## src/core/ppp_pkg.sv

```systemverilog
// How it works
// - entry refused when entry pins move within the qualify time after high level
// - last loaded command and address stay latched across many reads or writes
// - chip erase clears flash, sram, eeprom and lock bits, never fuse bits
// - lock bits cleared only after flash erase has completed
// - programmed eeprom preserve fuse keeps eeprom through chip erase
// - action select 10 with low byte select 0 and strobe rise loads command
// - command 1000 0000 means chip erase
// - command 0100 0000, data, write pulse programs fuse byte chosen by byte selects
// - command 0010 0000, data, write pulse programs lock bits where data is 0
// - lock bits return to unprogrammed only through chip erase
// - command 0000 0100, output enable low, selects 00 drives fuse low byte
// - in fuse read, output enable low, selects 11 drives fuse high byte
package ppp_pkg;
    localparam int CLK_MHZ = 200;
    localparam int QUAL_NS = 100;
    localparam int QUAL_CYC = (QUAL_NS * CLK_MHZ + 999) / 1000;
    localparam logic [2:0] MIN_STROBES = 3'h6;
    localparam logic [1:0] ACT_ADDR = 2'h0;
    localparam logic [1:0] ACT_DATA = 2'h1;
    localparam logic [1:0] ACT_CMD = 2'h2;
    localparam logic [7:0] CMD_ERASE = 8'h80;
    localparam logic [7:0] CMD_FUSE = 8'h40;
    localparam logic [7:0] CMD_LOCK = 8'h20;
    localparam logic [7:0] CMD_READ_FUSE = 8'h04;
    localparam int EE_PRESERVE_BIT = 3;
    localparam logic [7:0] BYTE_ERASED = 8'hff;
    localparam logic [3:0] ENTRY_ZERO = 4'h0;

    typedef enum logic [3:0] {
        ST_IDLE = 4'b0000,
        ST_QUAL = 4'b0001,
        ST_FAIL = 4'b0010,
        ST_PROG = 4'b0011,
        ST_PGM_WAIT = 4'b0100,
        ST_ER_FLASH = 4'b0101,
        ST_ER_EE = 4'b0110,
        ST_ER_LOCK = 4'b0111
    } ppp_state_t;

    // parallel programming pins, sampled on mclk
    typedef struct packed {
        logic strobe;
        logic actHi;
        logic actLo;
        logic lowByteSel;
        logic highByteSel;
        logic wrN;
        logic oeN;
        logic [7:0] data;
    } ppp_pins_t;

    typedef struct packed {
        ppp_state_t st;
        logic [2:0] strobeCnt;
        logic strobeQ;
        logic wrQ;
        logic [3:0] entryQ;
        logic [15:0] timer;
        logic [1:0] pgmSel;
        logic [7:0] cmd;
        logic [15:0] addr;
        logic [7:0] dataLatch;
        logic [7:0] fuseLow;
        logic [7:0] fuseHigh;
        logic [7:0] lock;
        logic [7:0] dataOut;
        logic dataOeN;
        logic ready;
        logic progMode;
        logic eraseFlash;
        logic eraseSram;
        logic eraseEeprom;
    } ppp_regs_t;
endpackage

```

## src/core/ppp_port.sv

```systemverilog
module ppp_port #(
    parameter logic [7:0] FUSE_LOW_INIT = 8'hff,
    parameter logic [7:0] FUSE_HIGH_INIT = 8'hff,
    parameter logic [7:0] LOCK_INIT = 8'hff,
    parameter logic [15:0] ERASE_CYCLES = 16'h0040,
    parameter logic [15:0] PROG_CYCLES = 16'h0010
) (
    // clock and reset
    input wire logic mclk,
    input wire logic rst_n,
    // reset pin qualifiers and entry pins
    input wire logic resetPinLow,
    input wire logic progHv,
    input wire logic [3:0] progEnable,
    // programming bus
    input wire ppp_pkg::ppp_pins_t pins,
    output logic [7:0] dataOut,
    output logic dataOeN,
    output logic readyBusyOut,
    // state seen by the memories
    output logic progMode,
    output logic eraseFlash,
    output logic eraseSram,
    output logic eraseEeprom,
    output logic [7:0] fuseLow,
    output logic [7:0] fuseHigh,
    output logic [7:0] lockBits,
    output logic [7:0] cmdLatched,
    output logic [15:0] addrLatched
);
    import ppp_pkg::*;

    ppp_regs_t s_r;
    ppp_regs_t s_nxt;
    logic strobeRise;
    logic wrFall;
    logic [1:0] act;

    // read mux feeding the registered output path; the checks compare the fuse registers directly
    function automatic logic [7:0] readByte(input ppp_regs_t r, input logic bs1, input logic bs2);
        logic [7:0] v;
        v = r.lock;
        if (!bs1 && !bs2) begin
            v = r.fuseLow;
        end else if (bs1 && bs2) begin
            v = r.fuseHigh;
        end
        return v;
    endfunction

    assign strobeRise = pins.strobe && !s_r.strobeQ;
    assign wrFall = !pins.wrN && s_r.wrQ;
    assign act = {pins.actHi, pins.actLo};

    // next state of the whole port
    always_comb begin
        s_nxt = s_r;
        s_nxt.strobeQ = pins.strobe;
        s_nxt.wrQ = pins.wrN;
        unique case (s_r.st)
            ST_IDLE: begin
                if (resetPinLow && strobeRise && s_r.strobeCnt < MIN_STROBES) begin
                    s_nxt.strobeCnt = s_r.strobeCnt + 3'h1;
                end
                // high level seen after enough strobes with entry pins at zero
                if (progHv && !resetPinLow && s_r.strobeCnt >= MIN_STROBES && progEnable == ENTRY_ZERO) begin
                    s_nxt.st = ST_QUAL;
                    s_nxt.timer = '0;
                    s_nxt.entryQ = progEnable;
                end else if (!resetPinLow) begin
                    s_nxt.strobeCnt = '0;
                end
            end
            ST_QUAL: begin
                if (!progHv || resetPinLow) begin
                    s_nxt.st = ST_IDLE;
                    s_nxt.strobeCnt = '0;
                end else if (progEnable != s_r.entryQ) begin
                    s_nxt.st = ST_FAIL;
                end else if (s_r.timer == 16'(QUAL_CYC - 1)) begin
                    s_nxt.st = ST_PROG;
                    s_nxt.progMode = 1'b1;
                    s_nxt.ready = 1'b1;
                end else begin
                    s_nxt.timer = s_r.timer + 16'h1;
                end
            end
            // refused entry holds until reset goes low again
            ST_FAIL: begin
                if (resetPinLow) begin
                    s_nxt.st = ST_IDLE;
                    s_nxt.strobeCnt = '0;
                end
            end
            ST_PROG: begin
                // loads only on strobe rise, so the latches persist between loads
                if (strobeRise) begin
                    unique case (act)
                        ACT_CMD: if (!pins.lowByteSel) s_nxt.cmd = pins.data;
                        ACT_ADDR: begin
                            if (pins.lowByteSel) begin
                                s_nxt.addr[15:8] = pins.data;
                            end else begin
                                s_nxt.addr[7:0] = pins.data;
                            end
                        end
                        ACT_DATA: s_nxt.dataLatch = pins.data;
                        default: ;
                    endcase
                end
                if (wrFall) begin
                    if (s_r.cmd == CMD_ERASE) begin
                        s_nxt.st = ST_ER_FLASH;
                        s_nxt.timer = '0;
                        s_nxt.ready = 1'b0;
                        s_nxt.eraseFlash = 1'b1;
                        s_nxt.eraseSram = 1'b1;
                    end else if (s_r.cmd == CMD_FUSE || s_r.cmd == CMD_LOCK) begin
                        s_nxt.st = ST_PGM_WAIT;
                        s_nxt.timer = '0;
                        s_nxt.ready = 1'b0;
                        s_nxt.pgmSel = {pins.lowByteSel, pins.highByteSel};
                    end
                end
            end
            // program delay; the target byte was fixed by the selects at the write edge
            ST_PGM_WAIT: begin
                if (s_r.timer == PROG_CYCLES - 16'h1) begin
                    s_nxt.st = ST_PROG;
                    s_nxt.ready = 1'b1;
                    if (s_r.cmd == CMD_LOCK) begin
                        s_nxt.lock = s_r.lock & s_r.dataLatch;
                    end else if (s_r.pgmSel == 2'h2) begin
                        s_nxt.fuseHigh = s_r.dataLatch;
                    end else if (s_r.pgmSel == 2'h0) begin
                        s_nxt.fuseLow = s_r.dataLatch;
                    end
                end else begin
                    s_nxt.timer = s_r.timer + 16'h1;
                end
            end
            ST_ER_FLASH: begin
                // flash and sram first; lock bits wait for flash to finish
                if (s_r.timer == ERASE_CYCLES - 16'h1) begin
                    s_nxt.eraseFlash = 1'b0;
                    s_nxt.eraseSram = 1'b0;
                    s_nxt.timer = '0;
                    if (s_r.fuseHigh[EE_PRESERVE_BIT]) begin
                        s_nxt.st = ST_ER_EE;
                        s_nxt.eraseEeprom = 1'b1;
                    end else begin
                        s_nxt.st = ST_ER_LOCK;
                    end
                end else begin
                    s_nxt.timer = s_r.timer + 16'h1;
                end
            end
            // eeprom phase runs only while the preserve fuse is left unprogrammed
            ST_ER_EE: begin
                if (s_r.timer == ERASE_CYCLES - 16'h1) begin
                    s_nxt.eraseEeprom = 1'b0;
                    s_nxt.st = ST_ER_LOCK;
                end else begin
                    s_nxt.timer = s_r.timer + 16'h1;
                end
            end
            // lock bits go last, so a cut erase never leaves an unlocked part with old flash
            ST_ER_LOCK: begin
                s_nxt.lock = BYTE_ERASED;
                s_nxt.st = ST_PROG;
                s_nxt.ready = 1'b1;
            end
            default: s_nxt.st = ST_IDLE;
        endcase
        // leaving programming mode aborts any operation not already in its last cycle; fuses are never touched here
        if (s_r.progMode && (resetPinLow || !progHv)) begin
            s_nxt.st = ST_IDLE;
            s_nxt.progMode = 1'b0;
            s_nxt.ready = 1'b0;
            s_nxt.strobeCnt = '0;
            s_nxt.eraseFlash = 1'b0;
            s_nxt.eraseSram = 1'b0;
            s_nxt.eraseEeprom = 1'b0;
        end
        // drive only for a fuse read with output enable low; contention-free otherwise
        s_nxt.dataOeN = !(s_r.progMode && !pins.oeN && s_r.cmd == CMD_READ_FUSE);
        s_nxt.dataOut = readByte(s_r, pins.lowByteSel, pins.highByteSel);
    end

    // single state register, synchronous reset
    always_ff @(posedge mclk) begin
        if (!rst_n) begin
            s_r <= '0;
            s_r.st <= ST_IDLE;
            s_r.strobeQ <= 1'b0;
            s_r.wrQ <= 1'b1;
            s_r.fuseLow <= FUSE_LOW_INIT;
            s_r.fuseHigh <= FUSE_HIGH_INIT;
            s_r.lock <= LOCK_INIT;
            s_r.dataOeN <= 1'b1;
        end else begin
            s_r <= s_nxt;
        end
    end

    // every output comes straight from the state register
    assign dataOut = s_r.dataOut;
    assign dataOeN = s_r.dataOeN;
    assign readyBusyOut = s_r.ready;
    assign progMode = s_r.progMode;
    assign eraseFlash = s_r.eraseFlash;
    assign eraseSram = s_r.eraseSram;
    assign eraseEeprom = s_r.eraseEeprom;
    assign fuseLow = s_r.fuseLow;
    assign fuseHigh = s_r.fuseHigh;
    assign lockBits = s_r.lock;
    assign cmdLatched = s_r.cmd;
    assign addrLatched = s_r.addr;

    // a pin-driven exit overrides the state, mode, ready, strobe count and erase outputs the state machine chose in that cycle
    logic exitNow;
    assign exitNow = s_r.progMode && (resetPinLow || !progHv);
endmodule

```

## config.mk

```make
export PLATFORM = sky130hd
export DESIGN_NAME = ppp_port
export DESIGN_NICKNAME = d
export VERILOG_FILES = /design/src/core/ppp_pkg.sv /design/src/core/ppp_port.sv
export SDC_FILE = /design/constraint.sdc
export NUM_CORES = 1
export LEC_CHECK = 0
export BUFFER_PORTS_ARGS = -buffer_cell sky130_fd_sc_hd__buf_2
export CORE_MARGIN = 4
export CORE_UTILIZATION = 33
export DETAILED_ROUTE_END_ITERATION = 16
export SLEW_MARGIN = 25
export SYNTH_ARGS = -nofsm -noshare
export SYNTH_HDL_FRONTEND = slang
export SYNTH_SLANG_ARGS = --single-unit
```

## constraint.sdc

```tcl
create_clock -name mclk -period 2.2 [get_ports mclk]
set_input_delay 0.44 -clock mclk [delete_from_list [all_inputs] [get_ports mclk]]
set_output_delay 0.44 -clock mclk [all_outputs]
set_load 0.05 [all_outputs]
```

* Word level (Yosys, flattened, before mapping)
Index checks and enable logic that the tools add are counted.
** Storage, ports and cells
- Flip-flop bits (word level) :: 101
- Latch bits :: 0
- Bits in writable memories :: 0
- Memory bits (read-only) :: 0
- Input port bits :: 23
- Output and inout port bits :: 62
- Word-level logic and storage cells :: 168
- Memories kept :: 0
** Operators by class
- Add/subtract/negate cells :: 2
- Multipliers :: 0
- Divide/modulo/power cells :: 0
- $lt $le $gt $ge :: 2
- Equality and inequality tests :: 36
- Shift operators :: 0
- Muxes and demuxes :: 50
- Bitwise logic cells :: 8
- Reductions and logical operators :: 49
** Operators with widths (number)
- $mux W16 :: 8
- $pmux W16 S6 :: 1
- $mux W4 :: 10
- $mux W18 :: 2
- $mux W8 :: 4
- $ne A2 B2 Y1 const B :: 16
- $pmux W4 S8 :: 1
- $reduce_and A4 Y1 :: 8
- $add A16 B1 Y16 const B :: 1
- $eq A16 B4 Y1 const B :: 1
- $eq A16 B5 Y1 const B :: 1
- $eq A16 B6 Y1 const B :: 1
- $eq A4 B3 Y1 const B :: 4
- $pmux W8 S2 :: 1
- $mux W3 :: 5
- $logic_and A1 B1 Y1 :: 12
- $mux W2 :: 6
- $pmux W3 S3 :: 1
- $reduce_and A3 Y1 :: 3
- $reduce_and A9 Y1 :: 1
- $and A8 B8 Y8 :: 1
- $eq A4 B2 Y1 const B :: 2
- $eq A8 B3 Y1 const B :: 1
- $eq A8 B6 Y1 const B :: 1
- 30 further kinds :: 55

* Depth between registers and ports, before layout
Gate-level depths: netlist of run 1.
- Depth after elaboration :: 8
- Depth in mapped cells :: 9
- Mapped depth without buffers :: 7

* Worst setup path after synthesis of run 1
Ideal clock, no wire load.
- Path type :: in2reg
- Start point :: input port resetPinLow
- End point :: register s_r[75] in the netlist's numbering
- Library setup time :: 101 ps
- Arrival :: 2201 ps
- Data required time :: 2099 ps
- Setup slack :: -102 ps
- Stages :: 7
- Buffers on the path :: 1
- Cell sequence :: and4bb_2 o211ai_1 o221a_2 a211o_1 or3_1 buf_2 o41ai_1
** Between the ends
- Word-level cells in the longest chain between the ends :: 6
- Elaborated cells on any way between the ends :: 8
- Classes of those cells :: eq/ne (2); reduce/logical (6)
** Ends and longest elaborated chain
- start, declared :: line ppp_port.sv:12 : input wire logic resetPinLow,
- $logic_not A1 Y1
- $logic_and A1 B1 Y1 (3 in a row) :: line ppp_port.sv:66 : if (progHv && !resetPinLow && s_r.strobeCnt >= MIN_STROBES && progEnable == ENTRY_ZERO) begin
- $ne A2 B2 Y1 (no source line)
- $reduce_and A9 Y1 (no source line) (*)
- end signal, assigned :: line ppp_port.sv:202 : s_r <= s_nxt;
- end, declared :: line ppp_port.sv:33 : ppp_regs_t s_r;
Every way passes the cells marked *; elsewhere a longest branch is shown, timed or not.
A chain may end at the register's enable or synchronous reset.

* Worst setup path in the final report of run 1
- Start point :: register s_r[73] in the netlist's numbering
- End point :: register s_r (netlist bit lockBits[3])
** Between the ends
- Word-level cells in the longest chain between the ends :: 3
** Ends and longest elaborated chain
- $eq A16 B4 Y1 :: line ppp_port.sv:128 : if (s_r.timer == PROG_CYCLES - 16'h1) begin
- $ne A2 B2 Y1 (no source line)
- $reduce_and A3 Y1 (no source line)
No other way between the ends.

==> impl_metrics.py, run 1 <==
metrics = {
    "status": {
        "outcome": "complete, no violations",
    },
    "pwr": {
        "p_sw_w": 0.00140,
        "p_comb_frac": 0.232,
        "p_sw_frac": 0.315,
        "peakVddDrop_v": 0.000397,
        "power_density_mw_per_mm2": 733,
        "intPower_w": 0.00304,
        "p_seq_frac": 0.425,
        "clock_power_share": 0.343,
        "p_leak_nw": 2.50,
    },
    "cts": {
        "cts.sinks": 99,
        "root_buffer": "clkbuf_16",
        "clkTransAtPathRegs_ps": 70,
        "cts-htree-levels": 3,
        "clockBufferDepth": 2,
        "cts_tree": "yes",
        "clock_latency_ps": 350,
        "cts_buffers": 9,
        "cts_hold_buf": 0,
    },
    "setup_path": {
        "slowest_stage": "or4_4",
        "rr_startpoint": "s_r[73]",
        "crit_cells": 7,
        "ff2ff_path_depth": 7,
        "crit_fanout": 8,
        "reg2reg_slack_ps": 8,
        "crit_path_start_kind": "flop",
        "setup.worst_path.start": "s_r[73]",
        "crit_path_cell_trace": "ha_1 > and3_4 > nand2b_1 > or3_4 > or4_4 > buf_6 > o22a_1",
        "critPathBufInv": 1,
        "worstPathRequired_ps": 2440,
        "critPathCapture": "lockBits[3]",
        "cp-end-kind": "flop",
        "slowest_delay_ps": 480,
        "reg2reg_to": "lockBits[3]",
        "worstSetupPathType": "reg -> reg",
        "path_delay_family": "simple AND/OR/NAND/NOR gates",
        "crit_arrival_ps": 2430,
    },
    "drt": {
        "drc": 0,
        "viasPerCell": 5.20,
        "drtIter0Drc": 286,
        "routed_wl_um": 13500,
        "vias": 4288,
        "first_pass_iters": 4,
        "drtAntennaViolNets": 0,
        "wl_per_cell_um": 16.4,
    },
    "placed_design": {
        "numPortBuffers": 84,
        "dp_hpwl_um": 9840,
        "pre_cts_ws_ps": -347,
        "gp_congestion": 0.903,
    },
    "logic_synthesis": {
        "synth_flop_cell": "dfxtp_1",
        "syn_nets": 584,
        "synthArstFlopShare": 0,
        "synth-seq-cells": 99,
        "avgSynthCellArea_um2": 8.87,
        "synthAdderAreaFrac": 0.0101,
        "ys_types": 54,
        "yosysSeqAreaShare": 0.401,
        "synth-compound-area-share": 0.158,
        "synth_warnings": 0,
        "synthXorXnorAreaFrac": 0.0142,
        "synth_edf_count": 0,
        "synth_top_family_by_area": "simple AND/OR/NAND/NOR gates",
        "synth_cells": 557,
        "synth_top_area_frac": 0.401,
        "synth_area_leaders": "dfxtp_1, mux2i_1, buf_4, nor2_1, a211oi_1",
        "synth_top_area_cell": "dfxtp_1",
        "synth_simple_gate_area_share": 0.193,
        "synth_mux_area_frac": 0.105,
        "netlist_area_mm2": 0.00494,
    },
    "timing": {
        "setup_tns_ps": 0,
        "hold_violations": 0,
        "finalSetupViolCount": 0,
        "period_needed_ps": 2190,
        "finClkSkew_ps": 7.58,
        "worst_slack_ps": 8.50,
        "slew_violations": 0,
        "period_share": 0.996,
        "relSlewSlack": 0.530,
        "worst_pin_slew_ps": 700,
        "clock.fmax_mhz": 456,
        "rsz0062_at_grt": "yes",
    },
    "cells_and_area": {
        "area_delta_synth_final_pct": 22.5,
        "final_cell_mix": "dfxtp_1, buf_2, nor2_1",
        "final_common_cell": "dfxtp_1",
        "num_antenna_cells": 0,
        "final_layout_size_suffix_gt1_frac": 0.328,
        "final_nets": 662,
    },
    "grt": {
        "grt_pass1_vias": 4161,
        "grt_usage": 0.159,
        "busiest_layer": "met2",
        "met3_usage": 0.0299,
        "use_met2": 0.255,
        "grt_max_degree": 35,
        "antenna_found_initial": 0,
        "grt_overflow_total": 0,
        "grtUsageMet1": 0.216,
        "grt_pass1_wl_um": 21500,
    },
    "hold_path": {
        "hold_start": "pins[9]",
        "hp-class": "in -> reg",
        "hold_depth": 2,
    },
    "job": {
        "cap_violations": 0,
    },
    "floorplanning": {
        "fp.coreArea_mm2": 0.0146,
        "die-area_mm2": 0.0170,
        "io-pin-count": 85,
        "die_h_um": 130,
        "placementRows": 44,
        "die_w_um": 130,
        "start_util": 0.339,
    },
}
[worst reg2reg max path, stage by stage, from the launching register on]
cell and delay (ps):
dfxtp_1 360, ha_1 190, and3_4 210, nand2b_1 110
or3_4 390, or4_4 480, buf_6 150, o22a_1 190
[state kept, by name (all words and copies together) (netlist names)]
register and flops:
s_r 38, addrLatched 16, cmdLatched 8, dataOut 8
fuseHigh 8, fuseLow 8, lockBits 8, dataOeN 1
eraseEeprom 1, eraseFlash 1, progMode 1, readyBusyOut 1
[metrics by stage]
step	power [W]	hold slack, ps	cells	instance area [um2]	utilization
after floorplan	0.00251	450	557	4950	-
after global placement	0.00281	471	806	5580	0.382
after detailed placement	0.00282	478	806	5580	0.382
after CTS	0.00435	280	822	5900	0.404
after global routing	0.00465	278	824	6050	0.415
final	0.00443	287	824	6050	0.415
[worst min path at each step]
stage	end	slack [ps]
global placement	addrLatched[10]	470
CTS	s_r[92]	280
detailed placement	s_r[90]	480
floorplan	s_r[91]	450
finish	s_r[92]	290
global route	s_r[92]	280
[kinds of logic after synthesis]
group,after synthesis
and+or+nand+nor,184
AOI/OAI and AO/OA,114
DFF,99
buffers and inverters,96
muxes,52
xor gates and xnor gates,8
adders and majority gates,4
[timing repair]
| item | CTS | global route |
|---|---|---|
| pin swaps | 1 | 3 |
| endpoints found under the setup margin | 10 | 48 |
| buffers inserted | 0 | 1 |
| resized for setup | 9 | 40 |
| cloned | 0 | 1 |
[per-layer routing]
| layer | vias up | routed length, um |
|---|---|---|
| met3 | 12 | 670 |
| met4 | 0 | 172 |
| met1 | 2039 | 6390 |
| met5 | - | 0 |
| li1 | 2110 | - |
| met2 | 127 | 6240 |
[cell type report]
| type | count | area [um2] |
|---|---|---|
| Tap cell | 184 | 230 |
| Fill cell | 1419 | 8540 |
| Clock inverter | 5 | 43.8 |
| Clock buffer | 11 | 233 |
| Sequential cell | 99 | 1990 |
| Timing Repair Buffer | 155 | 981 |
| Multi-Input combinational cell | 363 | 2550 |
| Inverter | 7 | 26.3 |
[Yosys cell counts, drive strengths merged, types with 6 or more instances]
library cell  instances
nor4                  9
and2                 10
buf                  65
o21ai                25
mux2i                52
xnor2                 6
nand2                26
nand3                 7
clkbuf               24
a21oi                23
a211oi               17
nor3                  8
o22a                  9
nor2                 68
dfxtp                99
o311ai               12
nor2b                16
nand4                 8
o41ai                 6
inv                   7
[power by group through the flow]
| stage | Sequential, W | Clock, W | Combinational [W] |
|---|---|---|---|
| after global routing | 0.00189 | 0.00163 | 0.00113 |
| after CTS | 0.00188 | 0.00156 | 0.000913 |
| after global placement | 0.00192 | 0 | 0.000889 |
| after detailed placement | 0.00192 | 0 | 0.000900 |
| final | 0.00189 | 0.00152 | 0.00103 |
| after floorplan | 0.00190 | 0 | 0.000616 |
(Power assumes the default switching activity.)
==> run 2, diff against run 1 <==
==> constraint.sdc (replaced) <==
create_clock -name mclk -period 2 [get_ports mclk]
set_input_delay 0.4 -clock mclk [delete_from_list [all_inputs] [get_ports mclk]]
set_output_delay 0.4 -clock mclk [all_outputs]
set_load 0.05 [all_outputs]
==> run 2 against run 1 <==
Effect of this change:
- the flow now finishes with violations (setup timing)
- critical endpoint is now s_r[81]
- register-to-register slack worse by 150 ps
- final cell count up 3.3%
- combinational power up 26%
- critical path type unchanged
- via count up 2.7%
- sequential power up 9%
- power up 16%
- utilization up 2.9 points
- clock power up 17%
==> impl_metrics.py, run 2 (synthesis gave the netlist of run 1 again) <==
metrics = {
    "timing": {
        "slew_violations": 0,
        "period_share": 1.07,
        "period_needed_ps": 2140,
        "rsz0062_at_grt": "yes",
        "worst_slack_ps": -143,
        "relSlewSlack": 0.553,
        "finClkSkew_ps": 9.44,
        "hold_violations": 0,
        "clock.fmax_mhz": 467,
        "finalSetupViolCount": 21,
        "worst_pin_slew_ps": 665,
        "whs_ps": 246,
    },
    "hold_path": {
        "hold_depth": 2,
        "hp-class": "in -> reg",
        "min_to": "s_r[92]",
        "hold_start": "pins[9]",
    },
    "drt": {
        "first_pass_iters": 4,
        "routed_wl_um": 13900,
        "drtAntennaViolNets": 0,
        "viasPerCell": 5.17,
        "drc": 0,
        "drtIter0Drc": 216,
        "vias": 4403,
        "wl_per_cell_um": 16.4,
    },
    "setup_path": {
        "crit_path_cell_trace": "ha_1 > nor2b_1 > nand3b_1 > nor4_4 > a211o_4 > or4b_4 > o41ai_2",
        "slowest_delay_ps": 530,
        "cp-end-kind": "flop",
        "reg2reg_to": "s_r[81]",
        "crit_fanout": 5,
        "rr_startpoint": "s_r[72]",
        "worstPathRequired_ps": 2260,
        "ff2ff_path_depth": 7,
        "slowest_stage": "or4b_4",
        "crit_path_start_kind": "flop",
        "crit_arrival_ps": 2400,
        "worstSetupPathType": "reg -> reg",
        "path_delay_family": "simple AND/OR/NAND/NOR gates",
        "critPathBufInv": 0,
        "reg2reg_slack_ps": -140,
    },
    "pwr": {
        "p_leak_nw": 2.67,
        "peakVddDrop_v": 0.000443,
        "power_density_mw_per_mm2": 794,
    },
    "cts": {
        "clockBufferDepth": 2,
        "clkTransAtPathRegs_ps": 70,
        "cts_hold_buf": 0,
        "root_buffer": "clkbuf_16",
        "cts_tree": "yes",
        "clock_latency_ps": 360,
        "cts_buffers": 9,
        "cts.sinks": 99,
        "cts-htree-levels": 3,
    },
    "grt": {
        "antenna_found_initial": 0,
        "grt_usage": 0.169,
        "grt_overflow_total": 0,
        "grt_max_degree": 38,
        "grt_pass1_wl_um": 22900,
        "grt_pass1_vias": 4462,
    },
    "placed_design": {
        "dp_hpwl_um": 10200,
        "numPortBuffers": 84,
        "gp_congestion": 0.888,
        "dpl.cell_count": 828,
    },
    "cells_and_area": {
        "final_nets": 690,
        "seq_area_mm2": 0.00200,
        "area_delta_synth_final_pct": 30.9,
        "final_common_cell": "dfxtp_1",
        "num_antenna_cells": 0,
        "largest_reg_flops": 38,
        "fillers": 1426,
        "final_cell_mix": "dfxtp_1, buf_4, buf_2",
        "final_cells": 851,
        "largest-register": "s_r",
        "final_layout_size_suffix_gt1_frac": 0.387,
        "final_util": 0.443,
        "multiInputGateArea_mm2": 0.00268,
    },
    "floorplanning": {
        "die-area_mm2": 0.0170,
        "die_h_um": 130,
        "die_w_um": 130,
        "placementRows": 44,
        "io-pin-count": 85,
        "start_util": 0.339,
        "fp.coreArea_mm2": 0.0146,
    },
    "status": {
        "outcome": "complete, but fails checks",
        "failed_checks": "setup timing",
    },
    "job": {
        "cap_violations": 0,
    },
}
==> run 2: worst reg2reg max path, stage by stage, from the launching register on <==
cell and delay, ps:
dfxtp_4 360, ha_1 220, nor2b_1 160, nand3b_1 170, nor4_4 60, a211o_4 340
or4b_4 530, o41ai_2 210
==> run 2: how the worst max path moves through the flow <==
stage,start,to,slack [ps],cells after the start
finish,s_r[72],s_r[81],-140,7
detailed placement,resetPinLow,s_r[87],-480,7
CTS,s_r[96],s_r[87],-130,6
global route,s_r[96],s_r[75],-200,7
floorplan,resetPinLow,s_r[87],-260,7
global placement,resetPinLow,s_r[87],-420,7
==> run 2: repair_timing <==
action	4_1_cts	5_1_grt
buffers inserted	4	5
pin swaps	28	17
hold endpoints to repair	0	0
resized for setup	45	39
setup endpoints to repair	61	67
==> run 2: per-layer routing <==
metal,up-vias,track usage,wire length (um)
met4,0,0.0690,289
met1,2109,0.226,6560
met3,21,0.0307,629
met5,-,0,0
li1,2161,-,-
met2,112,0.268,6470
==> run 2: where the power goes <==
group	leakage (nW)	switching [W]	internal, W
Clock	0.144	0.000798	0.000978
Sequential	0.806	0.0000468	0.00201
Combinational	1.72	0.000736	0.000566
==> run 2: final cells by class <==
| cell class | instances | area share |
|---|---|---|
| inverter | 7 | 0.00406 |
| timing repair buffer | 184 | 0.192 |
| tap | 184 | 0.0356 |
| multi-input combinational | 362 | 0.414 |
| clock buffer | 9 | 0.0348 |
| sequential | 99 | 0.308 |
| clock inverter | 6 | 0.0110 |
==> run 2: through the flow <==
step	cell area [um2]	setup TNS (ps)	worst slack, ps	total power (W)
3_5_place_dp	5830	-8810	-485	0.00325
3_3_place_gp	5830	-7630	-425	0.00323
6_report	6470	-910	-143	0.00514
5_1_grt	6470	-5330	-205	0.00539
4_1_cts	6320	-1750	-128	0.00515
2_1_floorplan	5020	-3240	-262	0.00278
